--- config.mk ---
export PLATFORM = sky130hd
export DESIGN_NAME = scm_master
export DESIGN_NICKNAME = d
export VERILOG_FILES = /design/src/design/scm_master.v /design/src/design/scm_buf.v
export VERILOG_INCLUDE_DIRS = /design/src /design/src/common
export SDC_FILE = /design/constraint.sdc
export NUM_CORES = 1
export LEC_CHECK = 0
export BUFFER_PORTS_ARGS = -buffer_cell sky130_fd_sc_hd__buf_2
export CAP_MARGIN = 15
export CORE_MARGIN = 10
export CORE_UTILIZATION = 30
export CTS_CLUSTER_SIZE = 28
export DETAILED_ROUTE_END_ITERATION = 10
export PLACE_DENSITY = 0.52
export SETUP_SLACK_MARGIN = 0.3
export SYNTH_ARGS = -nofsm -noshare
export SYNTH_HDL_FRONTEND = slang
export SYNTH_SLANG_ARGS = --single-unit
--- constraint.sdc ---
create_clock -name i_ref_clk -period 5.4 [get_ports i_ref_clk]
set_clock_uncertainty 0.05 [all_clocks]
set_input_delay 0.54 -clock i_ref_clk [delete_from_list [all_inputs] [get_ports i_ref_clk]]
set_output_delay 0.54 -clock i_ref_clk [all_outputs]
set_load 0.01 [all_outputs]
--- src/common/scm_defines.vh ---
// Purpose: shared constants of the serial control master
// Assumes: system clock of 25 MHz
// Notes: quarter periods round down so the bus can run faster than chosen, never slower
`ifndef SCM_DEFINES_VH
`define SCM_DEFINES_VH

// clock and bus rates in hertz
`define SCM_CLK_HZ 25000000
`define SCM_RATE_100K_HZ 100000
`define SCM_RATE_400K_HZ 400000
`define SCM_RATE_800K_HZ 800000
`define SCM_RATE_1M_HZ 1000000
`define SCM_QTR_PER_BIT 4

// cycles per quarter of a bus clock period
`define SCM_QTR_100K (`SCM_CLK_HZ / (`SCM_QTR_PER_BIT * `SCM_RATE_100K_HZ))
`define SCM_QTR_400K (`SCM_CLK_HZ / (`SCM_QTR_PER_BIT * `SCM_RATE_400K_HZ))
`define SCM_QTR_800K (`SCM_CLK_HZ / (`SCM_QTR_PER_BIT * `SCM_RATE_800K_HZ))
`define SCM_QTR_1M (`SCM_CLK_HZ / (`SCM_QTR_PER_BIT * `SCM_RATE_1M_HZ))

// rate select codes
`define SCM_RATE_100K 2'h0
`define SCM_RATE_400K 2'h1
`define SCM_RATE_800K 2'h2
`define SCM_RATE_1M 2'h3

// transfer type codes
`define SCM_TYPE_RD 2'h0
`define SCM_TYPE_WR 2'h1
`define SCM_TYPE_RD_WR 2'h2
`define SCM_TYPE_WR_RD 2'h3

// buffer geometry and byte framing
`define SCM_DATA_W 8
`define SCM_IDX_W 4
`define SCM_LEN_W 5
`define SCM_MAX_LEN 5'h10
`define SCM_ACK_BIT 4'h8
`define SCM_LAST_QTR 2'h3
`define SCM_SAMPLE_QTR 2'h2
`define SCM_HOLD_QTR 2'h0

`endif

--- src/design/scm_master.v ---
// Purpose: two-wire serial bus master running whole transfers on its own
// Assumes: sole master on the bus, slaves never stretch the clock
// Notes: lines are open drain; output enables pull low, release lets pull-ups win
`timescale 1ns/100ps
`include "scm_defines.vh"

module scm_master
(
  // clock, reset, enable
  input wire i_ref_clk,
  input wire i_rst,
  input wire i_clk_en,
  // transfer command
  input wire i_start,
  input wire [1:0] i_rate,
  input wire [1:0] i_type,
  input wire [6:0] i_addr,
  input wire [`SCM_LEN_W-1:0] i_wr_len,
  input wire [`SCM_LEN_W-1:0] i_rd_len,
  // send buffer load
  input wire i_tx_we,
  input wire [`SCM_IDX_W-1:0] i_tx_idx,
  input wire [`SCM_DATA_W-1:0] i_tx_data,
  // receive buffer readback
  input wire [`SCM_IDX_W-1:0] i_rx_idx,
  output wire [`SCM_DATA_W-1:0] o_rx_data,
  // status
  output wire o_busy,
  output wire o_done,
  output wire o_nack,
  // bus lines
  output wire o_scl_o,
  output wire o_scl_oe,
  input wire i_sda,
  output wire o_sda_o,
  output wire o_sda_oe
);

  localparam ST_IDLE = 2'h0;
  localparam ST_START = 2'h1;
  localparam ST_BYTE = 2'h2;
  localparam ST_STOP = 2'h3;

  // quarter period lengths per rate
  localparam integer QTR_100K = `SCM_QTR_100K;
  localparam integer QTR_400K = `SCM_QTR_400K;
  localparam integer QTR_800K = `SCM_QTR_800K;
  localparam integer QTR_1M = `SCM_QTR_1M;

  reg [1:0] state_r;
  reg [1:0] qph_r;
  reg [7:0] qcnt_r;
  reg [7:0] qlim_r;
  reg [3:0] bit_r;
  reg [`SCM_DATA_W-1:0] sh_r;
  reg samp_r;
  reg ackbad_r;
  reg txmode_r;
  reg isaddr_r;
  reg rdph_r;
  reg second_r;
  reg [`SCM_LEN_W-1:0] cnt_r;
  reg [`SCM_LEN_W-1:0] len_r;
  reg [`SCM_LEN_W-1:0] len2_r;
  reg [6:0] addr_r;
  reg scl_oe_r;
  reg sda_oe_r;
  reg scl_oe_nxt;
  reg sda_oe_nxt;
  reg nack_r;
  reg done_r;
  reg sda_m_r;
  reg sda_s_r;
  reg rx_we_r;
  reg [7:0] qsel;
  wire tick;
  wire last_qtr;
  wire [`SCM_LEN_W-1:0] cnt_inc;
  wire more_bytes;
  wire [`SCM_DATA_W-1:0] tx_q;
  wire first_rd;
  wire combined;
  wire [`SCM_LEN_W-1:0] wr_len_c;
  wire [`SCM_LEN_W-1:0] rd_len_c;

  // clamp a requested length into 1..16
  function [`SCM_LEN_W-1:0] clamp_len;
    input [`SCM_LEN_W-1:0] len;
    begin
      if (len == 5'h00)
        clamp_len = 5'h01;
      else if (len > `SCM_MAX_LEN)
        clamp_len = `SCM_MAX_LEN;
      else
        clamp_len = len;
    end
  endfunction

  // send bytes loaded by the processor, read by the engine
  scm_buf u_tx_buf
  (
    .i_ref_clk(i_ref_clk),
    .i_rst(i_rst),
    .i_clk_en(i_clk_en),
    .i_we(i_tx_we),
    .i_waddr(i_tx_idx),
    .i_wdata(i_tx_data),
    .i_raddr(cnt_r[`SCM_IDX_W-1:0]),
    .o_rdata(tx_q)
  );

  // received bytes written by the engine, read by the processor
  scm_buf u_rx_buf
  (
    .i_ref_clk(i_ref_clk),
    .i_rst(i_rst),
    .i_clk_en(i_clk_en),
    .i_we(rx_we_r),
    .i_waddr(cnt_r[`SCM_IDX_W-1:0]),
    .i_wdata(sh_r),
    .i_raddr(i_rx_idx),
    .o_rdata(o_rx_data)
  );

  // rate decode; 800 kHz is nonstandard, 1 MHz is best effort only
  always @*
  begin
    case (i_rate)
      `SCM_RATE_100K: qsel = QTR_100K[7:0];
      `SCM_RATE_400K: qsel = QTR_400K[7:0];
      `SCM_RATE_800K: qsel = QTR_800K[7:0];
      `SCM_RATE_1M: qsel = QTR_1M[7:0];
      default: qsel = QTR_100K[7:0];
    endcase
  end

  // command decode
  assign first_rd = (i_type == `SCM_TYPE_RD) || (i_type == `SCM_TYPE_RD_WR);
  assign combined = (i_type == `SCM_TYPE_RD_WR) || (i_type == `SCM_TYPE_WR_RD);
  assign wr_len_c = clamp_len(i_wr_len);
  assign rd_len_c = clamp_len(i_rd_len);

  // quarter-period timing
  assign tick = (state_r != ST_IDLE) && (qcnt_r == qlim_r - 8'h01);
  assign last_qtr = tick && (qph_r == `SCM_LAST_QTR);
  assign cnt_inc = cnt_r + 5'h01;
  assign more_bytes = cnt_inc < len_r;

  // data line synchroniser
  always @(posedge i_ref_clk or posedge i_rst)
  begin
    if (i_rst)
    begin
      sda_m_r <= 1'h1;
      sda_s_r <= 1'h1;
    end
    else if (i_clk_en)
    begin
      sda_m_r <= i_sda;
      sda_s_r <= sda_m_r;
    end
  end

  // line levels for the current state and quarter; quarter 0 holds data while the clock falls
  always @*
  begin
    scl_oe_nxt = 1'h0;
    sda_oe_nxt = 1'h0;
    case (state_r)
      ST_IDLE:
      begin
        scl_oe_nxt = 1'h0;
        sda_oe_nxt = 1'h0;
      end
      ST_START:
      begin
        scl_oe_nxt = (qph_r < 2'h2);
        if (qph_r == `SCM_HOLD_QTR)
          sda_oe_nxt = sda_oe_r;
        else
          sda_oe_nxt = (qph_r == `SCM_LAST_QTR);
      end
      ST_BYTE:
      begin
        scl_oe_nxt = (qph_r < 2'h2);
        if (qph_r == `SCM_HOLD_QTR)
          sda_oe_nxt = sda_oe_r;
        else if (bit_r != `SCM_ACK_BIT)
          sda_oe_nxt = txmode_r && !sh_r[7];
        else
          sda_oe_nxt = !txmode_r && more_bytes;
      end
      ST_STOP:
      begin
        scl_oe_nxt = (qph_r < 2'h2);
        if (qph_r == `SCM_HOLD_QTR)
          sda_oe_nxt = sda_oe_r;
        else
          sda_oe_nxt = (qph_r != `SCM_LAST_QTR);
      end
      default:
      begin
        scl_oe_nxt = 1'h0;
        sda_oe_nxt = 1'h0;
      end
    endcase
  end

  // open-drain drivers: only ever pull low
  always @(posedge i_ref_clk or posedge i_rst)
  begin
    if (i_rst)
    begin
      scl_oe_r <= 1'h0;
      sda_oe_r <= 1'h0;
    end
    else if (i_clk_en)
    begin
      scl_oe_r <= scl_oe_nxt;
      sda_oe_r <= sda_oe_nxt;
    end
  end

  // transfer sequencer
  always @(posedge i_ref_clk or posedge i_rst)
  begin
    if (i_rst)
    begin
      state_r <= ST_IDLE;
      qph_r <= 2'h0;
      qcnt_r <= 8'h00;
      qlim_r <= 8'h01;
      bit_r <= 4'h0;
      sh_r <= 8'h00;
      samp_r <= 1'h1;
      ackbad_r <= 1'h0;
      txmode_r <= 1'h1;
      isaddr_r <= 1'h0;
      rdph_r <= 1'h0;
      second_r <= 1'h0;
      cnt_r <= 5'h00;
      len_r <= 5'h01;
      len2_r <= 5'h01;
      addr_r <= 7'h00;
      nack_r <= 1'h0;
      done_r <= 1'h0;
      rx_we_r <= 1'h0;
    end
    else if (i_clk_en)
    begin
      done_r <= 1'h0;
      rx_we_r <= 1'h0;
      // quarter counter runs only during a transfer
      if (state_r == ST_IDLE || tick)
        qcnt_r <= 8'h00;
      else
        qcnt_r <= qcnt_r + 8'h01;
      if (tick)
        qph_r <= qph_r + 2'h1;
      case (state_r)
        ST_IDLE:
        begin
          qph_r <= 2'h0;
          if (i_start)
          begin
            qlim_r <= qsel;
            addr_r <= i_addr;
            rdph_r <= first_rd;
            second_r <= combined;
            len_r <= first_rd ? rd_len_c : wr_len_c;
            len2_r <= first_rd ? wr_len_c : rd_len_c;
            nack_r <= 1'h0;
            state_r <= ST_START;
          end
        end
        ST_START:
        begin
          if (last_qtr)
          begin
            sh_r <= {addr_r, rdph_r};
            txmode_r <= 1'h1;
            isaddr_r <= 1'h1;
            cnt_r <= 5'h00;
            bit_r <= 4'h0;
            state_r <= ST_BYTE;
          end
        end
        ST_BYTE:
        begin
          // fetch the next data byte while the clock is low
          if (tick && qph_r == `SCM_HOLD_QTR && bit_r == 4'h0 && txmode_r && !isaddr_r)
            sh_r <= tx_q;
          // sample the data line in the middle of the high time
          if (tick && qph_r == `SCM_SAMPLE_QTR)
          begin
            if (bit_r == `SCM_ACK_BIT)
            begin
              ackbad_r <= sda_s_r;
              // store a received byte while the index still points at it
              rx_we_r <= !txmode_r && !isaddr_r;
            end
            else
              samp_r <= sda_s_r;
          end
          if (last_qtr && bit_r != `SCM_ACK_BIT)
          begin
            sh_r <= {sh_r[6:0], samp_r};
            bit_r <= bit_r + 4'h1;
          end
          else if (last_qtr)
          begin
            bit_r <= 4'h0;
            if (isaddr_r)
            begin
              isaddr_r <= 1'h0;
              txmode_r <= !rdph_r;
              if (ackbad_r)
              begin
                nack_r <= 1'h1;
                state_r <= ST_STOP;
              end
            end
            else
            begin
              if (txmode_r && ackbad_r)
              begin
                nack_r <= 1'h1;
                state_r <= ST_STOP;
              end
              else if (more_bytes)
                cnt_r <= cnt_inc;
              else if (second_r)
              begin
                // second phase: repeated start, same address with direction flipped, own length
                second_r <= 1'h0;
                rdph_r <= !rdph_r;
                len_r <= len2_r;
                state_r <= ST_START;
              end
              else
                state_r <= ST_STOP;
            end
          end
        end
        ST_STOP:
        begin
          // no arbitration: the stop always completes the transfer
          if (last_qtr)
          begin
            done_r <= 1'h1;
            state_r <= ST_IDLE;
          end
        end
        default:
          state_r <= ST_IDLE;
      endcase
    end
  end

  // outputs
  assign o_busy = (state_r != ST_IDLE);
  assign o_done = done_r;
  assign o_nack = nack_r;
  assign o_scl_o = 1'h0;
  assign o_sda_o = 1'h0;
  assign o_scl_oe = scl_oe_r;
  assign o_sda_oe = sda_oe_r;

endmodule // scm_master

--- src/design/scm_buf.v ---
// Purpose: 16 x 8 byte store with one write port and one registered read port
// Assumes: both ports on the system clock
// Notes: read data appear one cycle after the address
`timescale 1ns/100ps
`include "scm_defines.vh"

module scm_buf
(
  // clock, reset, enable
  input wire i_ref_clk,
  input wire i_rst,
  input wire i_clk_en,
  // write port
  input wire i_we,
  input wire [`SCM_IDX_W-1:0] i_waddr,
  input wire [`SCM_DATA_W-1:0] i_wdata,
  // read port
  input wire [`SCM_IDX_W-1:0] i_raddr,
  output wire [`SCM_DATA_W-1:0] o_rdata
);

  reg [`SCM_DATA_W-1:0] mem_r [0:(1<<`SCM_IDX_W)-1];
  reg [`SCM_DATA_W-1:0] rdata_r;

  // storage writes, no reset needed
  always @(posedge i_ref_clk)
  begin
    if (i_clk_en && i_we)
      mem_r[i_waddr] <= i_wdata;
  end

  // registered read
  always @(posedge i_ref_clk or posedge i_rst)
  begin
    if (i_rst)
      rdata_r <= 8'h00;
    else if (i_clk_en)
      rdata_r <= mem_r[i_raddr];
  end

  assign o_rdata = rdata_r;

endmodule // scm_buf

==> impl_results.md <==
- Top cell type's share of synthesized area: 53.81%
- Layout area overhead: 14.85%
- Synth Area in Compound Gates: 4.239%
- # DRC: 0
- Seq pwr share: 49.3%
- Mean Syn Cell Area: 16.89 um2
- Yosys warns: 0
- Clock Latency Late Sink: 0.52 ns
- Antenna-violating nets left: 0
- Most frequent cells in the layout: 256 x edfxtp_1, 80 x mux4_2, 71 x dfrtp_1
- Clock sink count: 335
- CP bufs+invs: 0
- Status: complete, no violations
- Clock Pin Slew Worst Setup and Hold Paths: 0.06 ns
- CTS Root Buffer Type: clkbuf_16
- Leading cell type in the layout, fill and taps excluded: edfxtp_1
- Boundary Pins: 58
- Sw Pwr: 1.502 mW
- ANT cells: 0
- Max Cap Viol: 0
- Post-layout min period: 3.660 ns
- Post-Synthesis Cells: 846
- Crit-path slowest cell: dfrtp_1
- TritonCTS buffer count: 36
- Top FF cell, synth: edfxtp_1
- Least-Margin Pin Slew: 1.042 ns
- CP max FO: 18
- Kind of critical path: reg -> reg
- First-pass GRT wire length: 46680 um
- Post-synthesis xor/xnor area fraction: 0.8321%
- CP Launch Type: flop
- Flop2flop setup slack: 1.74 ns
- Post-DP HPWL: 20060 um
- Design area: 16410 um2
- Pwr Density: 373.1 nW/um2
- Die area: 56740 um2
- Setup Buffers After CTS: 0
- Count of final setup violators: 0
- CP arrival: 4.05 ns
- Final hold vios: 0
- Chip Width: 238.2 um
- Initial DRC Count: 456
- RSZ-0062 raised after global routing: no
- Slowest stage delay, CP: 0.88 ns
- Peak supply drop: 0.0001987 V
- Layout cells sized above 1: 27.45%
- Core Rows: 79
- First-pass iteration count of the detailed router: 4
- Crit path cell chain: ha_1, nand3_1, xnor2_1, ha_1, o211ai_1, a21oi_1, o211ai_1, nor4_2, o21ai_1, mux2_1
- DIE HEIGHT: 238.2 um
- Wire per inst: 19.07 um
- Largest net degree at the start of global routing: 44
- P_leak: 5.514 nW
- TritonCTS clock tree: built
- Cell area after synthesis: 14280 um2
- Fill count: 4502
- FFs w/ async S/R, synth: 23.58%
- Tcrit/Tclk final: 67.78%
- Antenna violations before repair: 0
- I/O Buffers: 55
- Placed cell area: 15260 um2
- Final WL: 29500 um
- Post-synth EDFFs: 256
- HP Class: in -> async
- Largest family of logic cells by synthesized area: multiplexers
- Synth unique cells: 71
- Cell taking the most area after synthesis: edfxtp_1
- Number of global-route vias before repair: 7816
- Synthesized flop and latch total: 335
- CP delay by family, top: compound AO/OA/AOI/OAI gates
- Clock group share of total power: 39.1%
- GR Overflow Total: 0
- Starting Density: 30.49%
- Int Power: 4.619 mW
- Sw Ratio: 24.54%
- Post-CTS sizing: 0
- Synth Area in Adders: 1.927%
- Tot GR Track Use: 10.46%
- CP Capture Type: flop
- Mux share of post-synthesis cell area: 16.90%
- Power Total: 6.121 mW
- Synth Area in Simple Gates: 6.254%
- Total negative setup slack: 0 ns
- Vias/cell: 4.758
- H-tree depth: 2
- Combinational power share: 11.6%
- Fmax achieved: 0.2732 GHz
- Clk buf depth: 3
- CP required: 5.79 ns
- Post-synthesis sequential area ratio: 67.71%
- Dominant cells by area after synthesis: edfxtp_1 54%, dfrtp_1 13%, mux4_2 13%
- Core area: 46850 um2
- Hold-fix buffers, CTS: 0
- Slew Viols, Final: 0
- Routability-driven placement congestion ratio: 0.7569
- Nets: 978
- Slew headroom: 30.32%
- Total number of vias: 7360
-- cells in the mapped netlist (4+ instances only) --
| master | n |
|---|---|
| a21oi_1 | 11 |
| inv_1 | 34 |
| a31oi_1 | 5 |
| mux2i_1 | 24 |
| buf_1 | 9 |
| o21ai_1 | 10 |
| buf_2 | 4 |
| nand2_1 | 40 |
| mux4_2 | 80 |
| nand3_1 | 11 |
| nand4_1 | 4 |
| xor2_1 | 5 |
| and3_1 | 5 |
| clkbuf_1 | 22 |
| o21ai_0 | 24 |
| mux2_2 | 32 |
| nor2_1 | 57 |
| dfstp_2 | 7 |
| nor2b_1 | 9 |
| ha_1 | 22 |
| nor3_1 | 16 |
| o31ai_1 | 4 |
| nor4_1 | 4 |
| dfrtp_1 | 72 |
| edfxtp_1 | 256 |
| xnor2_1 | 6 |
-- logic make-up after synthesis --
group                    count (synthesis)
flip-flops                             335
other                                    1
AND/OR/NAND/NOR                        174
XOR/XNOR                                12
adder cells (fa/ha/maj)                 22
AO/OA/AOI/OAI                           91
buffers and inverters                   74
multiplexers                           137
-- worst register-to-register path, cell delays in order, from the launching register on --
cell	delay [ns]
dfrtp_1	0.88
ha_1	0.44
nand3_1	0.13
xnor2_1	0.20
ha_1	0.30
o211ai_1	0.08
a21oi_1	0.38
o211ai_1	0.22
nor4_2	0.30
o21ai_1	0.24
mux2_1	0.37
-- registers in the layout, summed over array words and instances, names as in the netlist, 2 cells and up --
signal,cells
bit_r,4
state_r,2
len_r,5
qcnt_r,8
addr_r,7
qph_r,2
u_rx_buf.mem_r,128
u_tx_buf.mem_r,128
len2_r,5
u_tx_buf.o_rdata,8
u_rx_buf.o_rdata,8
cnt_r,5
qlim_r,4
sh_r,8
-- metal layers --
metal	wire, um	GRT usage [%]
met4	478	2.680
met3	1102	2.178
met2	13990	16.58
met1	13930	14.37
met5	0	0
-- stage by stage --
stage | cells | util, % | setup slack [ns] | hold slack (ns)
global route | 1547 | 35.02 | 1.427 | 0.1676
detailed placement | 1482 | 32.57 | 1.709 | 0.4179
CTS | 1547 | 35.02 | 1.695 | 0.1299
floorplan | 847 | - | 1.977 | 0.3947
global placement | 1482 | 32.57 | 1.768 | 0.4111
finish | 1547 | 35.02 | 1.740 | 0.1078
-- area by class of cell --
class	instances	area [um2]	share of cell area [%]
Timing Repair Buffer	67	365.4	2.227
Inverter	35	132.6	0.8084
Clock inverter	18	150.1	0.9152
Sequential cell	335	9674	58.97
Clock buffer	47	993.5	6.056
Multi-Input combinational cell	438	4330	26.40
Tap cell	607	759.5	4.629
-- power groups by stage --
stage | clock network (mW) | logic [mW] | registers [mW]
after detailed placement | 0 | 0.721 | 3.07
after CTS | 2.47 | 0.724 | 3.02
final | 2.39 | 0.710 | 3.02
after global placement | 0 | 0.715 | 3.07
after global routing | 2.58 | 0.811 | 3.04
after floorplan | 0 | 0.534 | 3.04
-- worst paths after layout --
kind	startpoint	end	depth (start not counted)
setup / recovery	cnt_r[1]	len_r[0]	10
hold / removal	i_rst	qcnt_r[0]	2
setup reg to reg	cnt_r[1]	len_r[0]	10
hold reg to reg	len2_r[2]	len2_r[2]	2
max in group asynchronous	i_rst	cnt_r[0]	3
min in group i_ref_clk	i_sda	sda_m_r	2
No activity file was read; power rests on OpenSTA's default activity.
